### config.mk
export PLATFORM = sky130hd
export DESIGN_NAME = sie_exec
export DESIGN_NICKNAME = d
export VERILOG_FILES = /design/src/sie_pkg.sv /design/src/sie_exec.sv
export VERILOG_INCLUDE_DIRS = /design/src /design/src/src
export SDC_FILE = /design/constraint.sdc
export NUM_CORES = 1
export LEC_CHECK = 0
export ABC_AREA = 1
export ABC_CLOCK_PERIOD_IN_PS = 2200
export BUFFER_PORTS_ARGS = -buffer_cell sky130_fd_sc_hd__buf_2
export CORE_MARGIN = 3
export CORE_UTILIZATION = 46
export DETAILED_ROUTE_END_ITERATION = 7
export PLACE_DENSITY = 0.79
export SETUP_SLACK_MARGIN = 0.3
export SLEW_MARGIN = 0
export SYNTH_ARGS = -nofsm -noshare
export SYNTH_HDL_FRONTEND = slang
export SYNTH_SLANG_ARGS = --single-unit
### constraint.sdc
create_clock -name ref_clk -period 2.2 [get_ports ref_clk]
set_clock_uncertainty 0.1 [all_clocks]
set_input_delay 0.11 -clock ref_clk [delete_from_list [all_inputs] [get_ports ref_clk]]
set_output_delay 0.11 -clock ref_clk [all_outputs]
set_load 0.03 [all_outputs]
### src/sie_params.svh
// Offsets, field positions and reset values of the system instruction executor
`ifndef SIE_PARAMS_SVH
`define SIE_PARAMS_SVH
// Register offsets (byte addresses)
`define SIE_OFF_STAT  4'h0
`define SIE_OFF_MASK  4'h4
`define SIE_OFF_CTRL  4'h8
// Status and mask bit positions
`define SIE_ST_CALL   0
`define SIE_ST_SEND   1
`define SIE_ST_FLUSH  2
`define SIE_ST_WAKE   3
`define SIE_ST_W      4
// Control bit positions
`define SIE_CT_SOP    0
`define SIE_CT_DBG    1
`define SIE_CT_EV     2
// Condition flag field inside the status words
`define SIE_FLAG_LSB  27
`define SIE_FLAG_W    5
// Reset values
`define SIE_MASK_RST  4'h0
`define SIE_PRIO_RST  8'h00
`endif

### src/sie_pkg.sv
// Types of the system instruction executor
package sie_pkg;
  // Instruction kinds handed over by decode
  typedef enum logic [2:0] {
    SIE_SYNC_BAR, SIE_RD_SPEC, SIE_WR_SPEC, SIE_NO_OP, SIE_SEND_EV, SIE_SUP_CALL,
    SIE_WAIT_EV, SIE_WAIT_INT
  } sie_op_t;
  // Special register selector
  typedef enum logic [3:0] {
    SIE_APP_SW, SIE_IPSR, SIE_EPSR, SIE_IEPSR, SIE_IAPSR, SIE_EAPSR, SIE_ALL_SW,
    SIE_MSP, SIE_PSP, SIE_GLB_MASK, SIE_PRI_THR, SIE_PRI_RAISE, SIE_FLT_MASK,
    SIE_CONTROL
  } sie_spec_t;
  // Sleep state
  typedef enum logic [1:0] {SIE_RUN, SIE_SLP_EV, SIE_SLP_INT} sie_slp_t;
  // Whole state of the executor
  typedef struct packed {
    logic        ext_s1;
    logic        ext_s2;
    logic        ext_s3;
    logic        dbg_s1;
    logic        dbg_s2;
    logic        ev;
    sie_slp_t    slp;
    logic        busy;
    logic        done;
    logic        flush;
    logic        call;
    logic        sevo;
    logic [31:0] rd_val;
    logic [4:0]  flags;
    logic [7:0]  pri_thr;
    logic        glb_mask;
    logic        flt_mask;
    logic [1:0]  control;
    logic        pend_wake;
    logic        dbg_en;
    logic [3:0]  stat;
    logic [3:0]  mask;
    logic [31:0] rdata;
    logic        irq;
  } sie_state_t;
endpackage
### src/sie_exec.sv
// Executor for barrier, special moves, hints, supervisor call and sleep hints
`include "sie_params.svh"
`timescale 1ns/1ps
`default_nettype none
module sie_exec
#(
  parameter int PRIO_W = 8
)
(
  input  wire logic              ref_clk,
  input  wire logic              arst_n,
  input  wire logic              op_valid,
  input  wire sie_pkg::sie_op_t  op_kind,
  input  wire sie_pkg::sie_spec_t spec_sel,
  input  wire logic [31:0]       src_val,
  input  wire logic              privileged,
  input  wire logic [8:0]        ipsr_val,
  input  wire logic              exc_take,
  input  wire logic              exc_pend_new,
  input  wire logic              ext_event_pin,
  input  wire logic              dbg_req_pin,
  input  wire logic [3:0]        reg_addr,
  input  wire logic [31:0]       reg_wdata,
  input  wire logic              reg_wr,
  input  wire logic              reg_rd,
  output logic [31:0]            reg_rdata,
  output logic                   irq,
  output logic                   op_done,
  output logic                   op_busy,
  output logic                   pipe_flush,
  output logic                   call_exc,
  output logic                   send_ev_out,
  output logic [31:0]            rd_spec_data,
  output logic [4:0]             flags_out,
  output logic [PRIO_W-1:0]      pri_thr_out,
  output logic                   glb_mask_out,
  output logic                   flt_mask_out,
  output logic [1:0]             control_out,
  output logic                   event_reg_out
);
  sie_pkg::sie_state_t s_q;
  sie_pkg::sie_state_t s_d;
  logic                iss;
  logic                ext_ev;
  logic                wake_ev;
  logic                wake_int;
  logic                app_ok;
  logic [4:0]          ev_set;
  logic [PRIO_W-1:0]   src_pri;
  logic [PRIO_W-1:0]   cur_pri;
  logic [31:0]         app_v;
  logic [31:0]         ipsr_v;

  // ==========================================================================
  // Decode and wake terms
  // ==========================================================================
  assign iss      = op_valid && (s_q.slp == sie_pkg::SIE_RUN);
  assign ext_ev   = s_q.ext_s2 && !s_q.ext_s3;
  assign src_pri  = src_val[PRIO_W-1:0];
  assign cur_pri  = s_q.pri_thr[PRIO_W-1:0];
  assign app_v    = {s_q.flags, 27'h0000000};
  assign ipsr_v   = {23'h000000, ipsr_val};
  // Wake for the event wait
  assign wake_ev  = exc_take || (exc_pend_new && s_q.pend_wake) ||
                    (s_q.dbg_s2 && s_q.dbg_en) || ext_ev;
  // Wake for the interrupt wait, debug enable not consulted
  assign wake_int = exc_take || exc_pend_new || s_q.dbg_s2;
  // Selectors whose writes carry the flags
  assign app_ok   = (spec_sel == sie_pkg::SIE_APP_SW) || (spec_sel == sie_pkg::SIE_IAPSR) ||
                    (spec_sel == sie_pkg::SIE_EAPSR) || (spec_sel == sie_pkg::SIE_ALL_SW);

  // ==========================================================================
  // Next state
  // ==========================================================================
  always_comb
  begin
    s_d        = s_q;
    ev_set     = 5'h00;
    s_d.ext_s1 = ext_event_pin;
    s_d.ext_s2 = s_q.ext_s1;
    s_d.ext_s3 = s_q.ext_s2;
    s_d.dbg_s1 = dbg_req_pin;
    s_d.dbg_s2 = s_q.dbg_s1;
    s_d.done   = 1'b0;
    s_d.flush  = 1'b0;
    s_d.call   = 1'b0;
    s_d.sevo   = 1'b0;
    // Instruction execution
    if (iss)
    begin
      unique case (op_kind)
        sie_pkg::SIE_SYNC_BAR:
        begin
          s_d.flush = 1'b1;
          s_d.done  = 1'b1;
          ev_set[`SIE_ST_FLUSH] = 1'b1;
        end
        sie_pkg::SIE_RD_SPEC:
        begin
          s_d.done = 1'b1;
          unique case (spec_sel)
            sie_pkg::SIE_APP_SW, sie_pkg::SIE_EAPSR: s_d.rd_val = app_v;
            sie_pkg::SIE_IPSR, sie_pkg::SIE_IEPSR:   s_d.rd_val = ipsr_v;
            sie_pkg::SIE_IAPSR, sie_pkg::SIE_ALL_SW: s_d.rd_val = app_v | ipsr_v;
            sie_pkg::SIE_GLB_MASK: s_d.rd_val = {31'h00000000, s_q.glb_mask};
            sie_pkg::SIE_FLT_MASK: s_d.rd_val = {31'h00000000, s_q.flt_mask};
            sie_pkg::SIE_CONTROL:  s_d.rd_val = {30'h00000000, s_q.control};
            sie_pkg::SIE_PRI_THR, sie_pkg::SIE_PRI_RAISE:
              s_d.rd_val = {24'h000000, s_q.pri_thr};
            default: s_d.rd_val = 32'h00000000; // Stack pointers live in the register bank
          endcase
        end
        sie_pkg::SIE_WR_SPEC:
        begin
          s_d.done = 1'b1;
          // Only flags are reachable without privilege, state bits dropped
          if (app_ok)
            s_d.flags = src_val[31:`SIE_FLAG_LSB];
          if (privileged)
          begin
            unique case (spec_sel)
              sie_pkg::SIE_GLB_MASK: s_d.glb_mask = src_val[0];
              sie_pkg::SIE_FLT_MASK: s_d.flt_mask = src_val[0];
              sie_pkg::SIE_CONTROL:  s_d.control  = src_val[1:0];
              sie_pkg::SIE_PRI_THR:  s_d.pri_thr[PRIO_W-1:0] = src_pri;
              sie_pkg::SIE_PRI_RAISE:
                if ((src_pri != '0) && ((cur_pri == '0) || (src_pri < cur_pri)))
                  s_d.pri_thr[PRIO_W-1:0] = src_pri;
              default: s_d.done = 1'b1;
            endcase
          end
        end
        sie_pkg::SIE_NO_OP: s_d.done = 1'b1;
        sie_pkg::SIE_SEND_EV:
        begin
          s_d.sevo = 1'b1;
          s_d.done = 1'b1;
          ev_set[`SIE_ST_SEND] = 1'b1;
        end
        sie_pkg::SIE_SUP_CALL:
        begin
          s_d.call = 1'b1;
          s_d.done = 1'b1;
          ev_set[`SIE_ST_CALL] = 1'b1;
        end
        sie_pkg::SIE_WAIT_EV:
          if (s_q.ev)
          begin
            s_d.ev   = 1'b0;
            s_d.done = 1'b1;
          end
          else
            s_d.slp = sie_pkg::SIE_SLP_EV;
        sie_pkg::SIE_WAIT_INT: s_d.slp = sie_pkg::SIE_SLP_INT;
      endcase
    end
    // Sleep exit
    if (((s_q.slp == sie_pkg::SIE_SLP_EV) && wake_ev) ||
        ((s_q.slp == sie_pkg::SIE_SLP_INT) && wake_int))
    begin
      s_d.slp  = sie_pkg::SIE_RUN;
      s_d.done = 1'b1;
      ev_set[`SIE_ST_WAKE] = 1'b1;
    end
    // Busy flag registered so the output comes from a flop
    s_d.busy = (s_d.slp != sie_pkg::SIE_RUN);
    // Event bit: an external event not consumed by a wake is kept, set wins
    if ((iss && op_kind == sie_pkg::SIE_SEND_EV) ||
        (ext_ev && s_q.slp != sie_pkg::SIE_SLP_EV))
      s_d.ev = 1'b1;
    // Register writes, status cleared by writing one, set wins
    s_d.stat = s_q.stat;
    if (reg_wr)
    begin
      unique case (reg_addr)
        `SIE_OFF_STAT: s_d.stat = s_q.stat & ~reg_wdata[3:0];
        `SIE_OFF_MASK: s_d.mask = reg_wdata[3:0];
        `SIE_OFF_CTRL:
        begin
          s_d.pend_wake = reg_wdata[`SIE_CT_SOP];
          s_d.dbg_en    = reg_wdata[`SIE_CT_DBG];
        end
        default: s_d.mask = s_q.mask;
      endcase
    end
    s_d.stat = s_d.stat | ev_set[3:0];
    s_d.irq  = |(s_d.stat & s_d.mask);
    // Read data valid the cycle after the strobe only
    s_d.rdata = 32'h00000000;
    if (reg_rd)
    begin
      unique case (reg_addr)
        `SIE_OFF_STAT: s_d.rdata = {28'h0000000, s_q.stat};
        `SIE_OFF_MASK: s_d.rdata = {28'h0000000, s_q.mask};
        `SIE_OFF_CTRL: s_d.rdata = {29'h00000000, s_q.ev, s_q.dbg_en, s_q.pend_wake};
        default:       s_d.rdata = 32'h00000000;
      endcase
    end
  end

  // ==========================================================================
  // State register
  // ==========================================================================
  always_ff @(posedge ref_clk or negedge arst_n)
  begin
    if (!arst_n)
    begin
      s_q         <= '0;
      s_q.slp     <= sie_pkg::SIE_RUN;
      s_q.mask    <= `SIE_MASK_RST;
      s_q.pri_thr <= `SIE_PRIO_RST;
    end
    else
      s_q <= s_d;
  end

  // Outputs straight from the state flops
  assign reg_rdata     = s_q.rdata;
  assign irq           = s_q.irq;
  assign op_done       = s_q.done;
  assign op_busy       = s_q.busy;
  assign pipe_flush    = s_q.flush;
  assign call_exc      = s_q.call;
  assign send_ev_out   = s_q.sevo;
  assign rd_spec_data  = s_q.rd_val;
  assign flags_out     = s_q.flags;
  assign pri_thr_out   = s_q.pri_thr[PRIO_W-1:0];
  assign glb_mask_out  = s_q.glb_mask;
  assign flt_mask_out  = s_q.flt_mask;
  assign control_out   = s_q.control;
  assign event_reg_out = s_q.ev;
endmodule
`default_nettype wire

Word-level counts from Yosys, hierarchy flattened

Cells that the tools add are included.

Word-level logic and storage cells: 128
Bits in registers: 105

Bitwise operators: 5
Equal/unequal tests: 23
Multiplexer cells: 30
Order comparisons: 1
Reduce and logical (&&, ||, !) cells: 45

Operators by type and width:

| kind               | count |
|---|---|
| $pmux 32 s7        | 1 |
| $mux 53            | 1 |
| $mux 32            | 1 |
| $or 32x9->32       | 1 |
| $eq 4x4->1 const B | 6 |
| $mux 17            | 1 |
| $eq 4x3->1 const B | 4 |
| $mux 8             | 2 |
| $pmux 8 s2         | 1 |
| $eq 3x3->1 const B | 4 |
| $mux 12            | 1 |
| $mux 4             | 3 |
| $pmux 4 s3         | 1 |
| $reduce_and 4->1   | 3 |
| $logic_or 1x1->1   | 11 |
| $mux 1             | 10 |
| $logic_and 1x1->1  | 9 |
| $and 4x4->4        | 2 |
| $logic_not 4->1    | 2 |
| $logic_not 8->1    | 1 |
| $lt 8x8->1         | 1 |
| $reduce_bool 2->1  | 4 |
| $reduce_bool 8->1  | 1 |
| $reduce_or 2->1    | 4 |
| other kinds (23)   | 29 |

Logic depth before layout (Yosys ltp)

Gate-level depths: netlist of run 1.

Depth in word-level cells: 10
Mapped depth: 14

Least setup slack after synthesis of run 1

Ideal clock, no wire load.

Path type: register to register
Start: reg s_q, in the netlist pri_thr_out[5]
End: reg s_q, in the netlist pri_thr_out[0]
Data required time: 1983 ps
Setup slack: 544 ps
Arrival time: 1439 ps
Stages on the path, launching flop included: 13
Cells stage by stage: dfrtp_1 -> inv_1 -> ha_1 -> a21oi_1 -> nor2_1 -> nor3_1 -> nand2_1 -> nand2_1 -> nand2_1 -> nand2_4 -> nand2_4 -> nand2_1 -> nand2_1

Word-level cells in the longest chain between the ends: 5
Elaborated cells between the ends (all ways): 6
Those cells by class: 1 x order compare; 1 x eq/ne; 4 x reduce/logical

RTL lines:

| element                                              | line            | RTL |
|---|---|---|
| start: declaration                                   | sie_exec.sv:41  | `sie_pkg::sie_state_t s_q;` |
| $lt 8x8->1 / $logic_not 8->1 (equally long branches) | sie_exec.sv:127 | `if ((src_pri != '0) && ((cur_pri == '0) \|\| (src_pri < cur_pri)))` |
| $logic_or 1x1->1 (*)                                 | sie_exec.sv:127 |  |
| $logic_and 1x1->1 (*)                                | sie_exec.sv:127 |  |
| $ne 2x2->1 (no line) (*)                             | -               |  |
| $reduce_and 5->1 (no line) (*)                       | -               |  |

Mark *: on every way between the ends. The rest lies on a longest branch, timed or not.
A chain may end at the register's enable or synchronous reset.

Final worst setup path of run 1

Start: reg s_q, in the netlist pri_thr_out[4]
End: reg s_q, in the netlist pri_thr_out[5]

The elaborated chain is that of the path after synthesis.

==> results.md, run 1 <==
* GRT Total Usage at 18.2%
* Via Count at 2957
* Max-slew violation count at 0
* Async S/R FF share, synth at 100%
* Max frequency at 518 MHz
* Status: finished clean
* Starting Density at 47.6%
* Pleak at 2.36 nW
* CP peak stage delay at 0.41 ns
* Setup crit start kind: register
* Nets at 621
* Detail Placement HPWL at 5660 um
* YS warnings at 0
* Total CTS buffers at 9
* Clock network power share at 27.5%
* Starting DRC count in detailed routing at 87
* Primary FF master, synth: dfrtp_1
* Area leader, netlist: dfrtp_1
* Cell Pwr Density at 801 nW/um2
* RSZ-0062 raised after global routing: yes
* Final Hold Viols at 0
* Crit Path Category: register to register
* Worst skew pair latency at 0.33 ns
* VDD IR max at 0.314 mV
* Yosys reg bits at 59
* Fin crit period at 1.93 ns
* Gate power share at 31.9%
* Yosys top cell area share at 42.5%
* Most frequent CP cell: nand2_1
* DR vias/cell at 4.75
* Port bufs at 88
* Detail Route Antenna Nets at 0
* Kind of end point of the critical path: register
* Total power at 3.40 mW
* Critical-path cell list: inv_1 > ha_1 > a21oi_2 > nor2_1 > nor3_1 > nand2_1 > nand2_1 > nand2_2 > nand2_4 > nand2_4 > nand2_1 > nand2_1
* Part of the cycle the worst path needs at 87.8%
* CP max-delay cell: dfrtp_1
* Worst hold-check path type: input port to register
* Data required, critical path at 2.31 ns
* Core Util, Final at 58.3%
* Drt wl/cell at 13.5 um
* Worst setup slack after placement at 0.351 ns
* Largest fanout on the critical path at 8
* Total grt overflow at 0
* Final worst slack at 0.269 ns
* Worst-path clk slew at 0.07 ns
* Register area share after synthesis at 42.5%
* DRC at 0
* Vias in the first global route at 2750
* Synth-to-Final Area Change at 22.4%
* Global-route wire length before repair at 12600 um
* M3 GR Usage at 3.17%
* Gr busiest metal: met2
* DIE AREA at 8630 um2
* Die height at 92.9 um
* Net Sw Frac at 36.5%
* P_sw at 1.24 mW
* Max cap viols at 0
* Worst slew margin at 48.8%
* Syn Std Cell Area at 3470 um2
* Largest net degree at the start of global routing at 23
* Clk root buf: clkbuf_8
* GP Congestion at 0.815
* Synth cell types at 35
* Post-synth EDFFs at 0
* Final setup fails at 0
* Arr. time, crit path at 2.04 ns
* Layout cells sized above 1 at 30.6%
* Met1 Usage GRT at 23.0%
* Internal cell power at 2.16 mW
* Die width at 92.9 um
* Setup TNS at 0 ns
* Site Rows at 31
* H-tree depth at 3
* Diode count at 0
* I/O pin count at 182
* Max Root-Sink Buffers at 2
* Syn Inst Count at 414
* Post-Syn Area per Cell at 8.39 um2
* Clock tree sinks at 59
* Routed WL at 8380 um
* Drt pass-1 iters at 4
* Worst-margin pin slew at 0.762 ns
* Placeable Area at 7290 um2
* CTS tree: yes
* Flop pwr share at 40.6%
* Dominant cells by area after synthesis: dfrtp_1, buf_4, nand2_1, inv_1, nand3_1
* Initial antenna violation count at 0
* Met2 global-route usage at 29.4%
==> cells by family after synthesis <==
| kind of cell | synth area share [%] |
|---|---|
| adder cells (fa/ha/maj) | 2.52 |
| multiplexers | 2.45 |
| AO/OA/AOI/OAI | 6.48 |
| AND/OR/NAND/NOR | 23.7 |
| flip-flops | 42.5 |
| buffers and inverters | 22.3 |
| other | 0.108 |
==> Yosys cell counts, drive strengths merged (2+ instances only) <==
cell / count
nor4: 3
inv: 40
nor3: 8
nor2: 22
dfrtp: 59
o21ai: 23
o22ai: 2
a21oi: 10
mux2: 5
nand3: 25
nand2: 118
ha: 7
buf: 81
==> layout make-up <==
class                   instances  area, um2
multi-input cells             278       1470
flip-flops and latches         59       1480
clock inverters                 3       40.0
well taps                      99        124
repair buffers                131        840
fillers                       644       3040
clock buffers                  11        141
inverters                      41        159
==> cells in the final DEF, fill, tap and decap left out, drive strengths merged <==
cell type	instances
o21a	1
ha	7
buf	104
a21boi	1
a21oi	10
clkbuf	11
nand2	118
mux2	5
nor2	22
o21bai	1
dfrtp	59
or2	1
a211oi	1
bufinv	1
nand3	25
o22ai	2
a31oi	1
nand4	1
conb	46
nor4	3
mux2i	1
clkinv	3
o31ai	1
dlymetal6s4s	1
dlygate4sd3	26
inv	40
nor3	8
o21ai	23
==> power by group through the flow <==
stage / Sequential [mW] / Clock [mW] / Combinational, mW
5_1_grt: 1.40 / 1.02 / 1.17
3_3_place_gp: 1.39 / 0 / 0.945
2_1_floorplan: 1.44 / 0 / 0.805
3_5_place_dp: 1.40 / 0 / 0.959
4_1_cts: 1.38 / 0.959 / 1.00
6_report: 1.38 / 0.936 / 1.08
==> worst max-delay path, delay by kind of cell (launching register included) <==
kind / cells / cell delay (ns)
buf+inv: 1 / 0.10
flops: 1 / 0.41
simple gates: 9 / 0.85
fa+ha+maj: 1 / 0.20
compound gates: 1 / 0.12
==> per-stage QoR <==
step / area [um2] / instances / hold WS [ns]
after floorplan: 3640 / 459 / -0.286
after global placement: 3610 / 567 / -0.0177
after detailed placement: 3610 / 567 / -0.0132
after CTS: 4060 / 608 / 0.00692
after global routing: 4250 / 622 / 0.0276
final: 4250 / 622 / 0.0201
==> path summary, 6_finish.rpt <==
path	start	to	slack (ns)	cells after the start
setup reg to reg	pri_thr_out[4]	pri_thr_out[5]	0.27	12
min in group asynchronous	arst_n	rd_spec_data[29]	0.17	2
max in group asynchronous	arst_n	op_done	1.20	3
hold reg to reg	s_d[103]	s_d[102]	0.25	0
setup / recovery	pri_thr_out[4]	pri_thr_out[5]	0.27	12
hold / removal	reg_wdata[2]	s_q[35]	0.02	3
==> what timing repair did <==
item / CTS / global route
resized for setup: 0 / 18
setup endpoints to repair: 0 / 22
hold endpoints to repair: 50 / 0
hold buffers: 27 / 0
buffers inserted: 0 / 14
==> layer usage <==
metal	share of wire (%)	wire length, um	vias up
met5	0	0	-
met4	4.2	350	0
met3	6.8	570	35
met2	48	4060	144
met1	41	3410	1381
li1	-	-	1397
==> state kept, by name, indices dropped and copies added, names as in the netlist, 2 cells and up <==
signal and cells:
pri_thr_out 8, s_d 3, flags_out 5, control_out 2
s_q 14, reg_rdata 4, rd_spec_data 14
Note: power is estimated with default switching activity, not from simulation.
==> run 2: changes to the inputs <==
--- a/config.mk
+++ b/config.mk
@@ -7,12 +7,13 @@
 export NUM_CORES = 1
 export LEC_CHECK = 0
 export ABC_AREA = 1
-export ABC_CLOCK_PERIOD_IN_PS = 2200
+export ABC_CLOCK_PERIOD_IN_PS = 2000
 export BUFFER_PORTS_ARGS = -buffer_cell sky130_fd_sc_hd__buf_2
 export CORE_MARGIN = 3
 export CORE_UTILIZATION = 46
 export DETAILED_ROUTE_END_ITERATION = 7
 export PLACE_DENSITY = 0.79
+export RECOVER_POWER = 100
 export SETUP_SLACK_MARGIN = 0.3
 export SLEW_MARGIN = 0
 export SYNTH_ARGS = -nofsm -noshare
==> constraint.sdc (replaced) <==
create_clock -name ref_clk -period 2 [get_ports ref_clk]
set_clock_uncertainty 0.1 [all_clocks]
set_input_delay 0.1 -clock ref_clk [delete_from_list [all_inputs] [get_ports ref_clk]]
set_output_delay 0.1 -clock ref_clk [all_outputs]
set_load 0.03 [all_outputs]
==> results.md, run 2 (synthesis gave the netlist of run 1 again) <==
* Status: complete, but fails checks
* Failing checks: negative hold slack
* Fin crit period at 1.95 ns
* Worst slew margin at 11.9%
* Synth-to-Final Area Change at 24.1%
* Part of the cycle the worst path needs at 97.4%
* Internal cell power at 2.52 mW
* GP Congestion at 0.811
* Via Count at 2998
* Total grt overflow at 0
* Max-slew violation count at 0
* Placeable Area at 7290 um2
* Largest fanout on the critical path at 8
* Port bufs at 88
* Worst setup slack after placement at 0.133 ns
* Crit Path Category: register to register
* Worst-path clk slew at 0.07 ns
* Detail Placement HPWL at 5650 um
* VDD IR max at 0.400 mV
* Multi-input gate area at 1460 um2
* CP peak stage delay at 0.41 ns
* Die height at 92.9 um
* Starting Density at 47.6%
* Starting DRC count in detailed routing at 129
* Vias in the first global route at 2924
* Worst skew pair latency at 0.34 ns
* Routed WL at 8850 um
* Filler instances at 634
* Most frequent cells in the layout: nand2_1, dfrtp_1, conb_1, buf_2, clkbuf_1
* Diode count at 0
* Clk root buf: clkbuf_8
* Max frequency at 514 MHz
* Max cap viols at 0
* CTS tree: yes
* Layout cells sized above 1 at 23.3%
* Total CTS buffers at 9
* Arr. time, crit path at 2.07 ns
* P_sw at 1.44 mW
* H-tree depth at 3
* Detail Route Antenna Nets at 0
* Initial antenna violation count at 0
* DR vias/cell at 4.72
* Pleak at 2.21 nW
* Seq. cell area at 1480 um2
* Hold Slack at -0.0206 ns
* Nets at 632
* Max Root-Sink Buffers at 2
* Net Sw Frac at 36.4%
* Global-route wire length before repair at 13200 um
* RSZ-0062 raised after global routing: yes
* Data required, critical path at 2.12 ns
* Drt wl/cell at 13.9 um
* DRC at 0
* Drt pass-1 iters at 4
* Clock network power share at 32.1%
* Largest net degree at the start of global routing at 60
* Setup TNS at 0 ns
* Worst hold-check path type: input port to register
* Final Hold Viols at 1
* Flop pwr share at 38.4%
* GRT Total Usage at 19.2%
* Site Rows at 31
* Most common cell after layout, fill and taps aside: nand2_1
* Die width at 92.9 um
* Gate power share at 29.5%
* CP top delay family: simple AND/OR/NAND/NOR gates
* Cell Pwr Density at 921 nW/um2
* Critical-path cell list: inv_2 > ha_4 > a21oi_2 > nor2_1 > nor3_2 > nand2_1 > nand2_1 > nand2_2 > nand2_2 > nand2_8 > nand2_2 > nand2_1
* Kind of end point of the critical path: register
* Final setup fails at 0
* Crit path buffers/inverters at 1
* CP max-delay cell: dfrtp_1
* Final worst slack at 0.0528 ns
* Clock tree sinks at 59
* DIE AREA at 8630 um2
* Setup crit start kind: register
* Core Util, Final at 59.1%
* I/O pin count at 182
* Worst-margin pin slew at 1.32 ns
-- run 2: cell types whose count changed in the layout (fill, tap and decap cells not counted), moves of 4 or more --
| cell | before | now |
|---|---|---|
| buf_2 | 87 | 46 |
| clkbuf_1 | 1 | 44 |
| dlygate4sd3_1 | 26 | 32 |
| inv_2 | 8 | 12 |
| nand2_2 | 8 | 13 |
-- run 2: repair_timing --
| item | 4_1_cts | 5_1_grt |
|---|---|---|
| gates resized for setup | 3 | 25 |
| hold buffers | 32 | 0 |
| cloned | 1 | 0 |
| pin swaps | 6 | 13 |
| setup buffers | 3 | 15 |
| endpoints found under the setup margin | 8 | 10 |
| endpoints found under the hold margin | 96 | 0 |
-- run 2: per-layer routing --
metal | vias to the layer above | GRT usage, % | part of all wire, %
li1 | 1428 | - | -
met5 | - | 0 | 0
met3 | 36 | 3.49 | 6.4
met2 | 144 | 33.4 | 50
met1 | 1390 | 22.3 | 39
met4 | 0 | 10.5 | 4.2
-- run 2: worst register-to-register path: cells and delay by family (launching register included) --
family | cells | cell delay (ns)
simple gates | 9 | 0.90
compound gates | 1 | 0.13
fa+ha+maj | 1 | 0.21
buf+inv | 1 | 0.09
flops | 1 | 0.41
-- run 2: path summary, 6_finish.rpt --
kind | start | end | slack, ns | cells after the start
setup / recovery | pri_thr_out[5] | pri_thr_out[4] | 0.05 | 12
hold / removal | op_kind[1] | call_exc | -0.02 | 4
setup reg to reg | pri_thr_out[5] | pri_thr_out[4] | 0.05 | 12
hold reg to reg | s_d[103] | s_d[102] | 0.26 | 0
max in group asynchronous | arst_n | glb_mask_out | 0.40 | 3
min in group asynchronous | arst_n | rd_spec_data[5] | 0.59 | 3
-- run 2: per-stage QoR --
step	std cells	cell area (um2)	hold WS, ns	total power [mW]
2_1_floorplan	459	3640	-0.296	2.47
3_3_place_gp	568	3610	0.108	2.58
3_5_place_dp	568	3610	0.110	2.61
4_1_cts	620	4210	0.00277	3.95
5_1_grt	635	4310	0.0107	4.16
6_report	635	4310	-0.0206	3.97
-- run 2: final cells by class --
class | count | share of cell area (%)
Sequential cell | 59 | 34.3
Multi-Input combinational cell | 279 | 33.8
Timing Repair Buffer | 141 | 20.1
Inverter | 41 | 3.57
Clock buffer | 11 | 3.51
Tap cell | 99 | 2.87
Clock inverter | 5 | 1.94
-- run 2: power groups by stage --
stage | sequential (mW) | clock [mW] | combinational (mW)
after global routing | 1.54 | 1.34 | 1.27
after CTS | 1.52 | 1.29 | 1.15
after detailed placement | 1.54 | 0 | 1.08
after global placement | 1.53 | 0 | 1.05
final | 1.52 | 1.27 | 1.17
after floorplan | 1.58 | 0 | 0.886
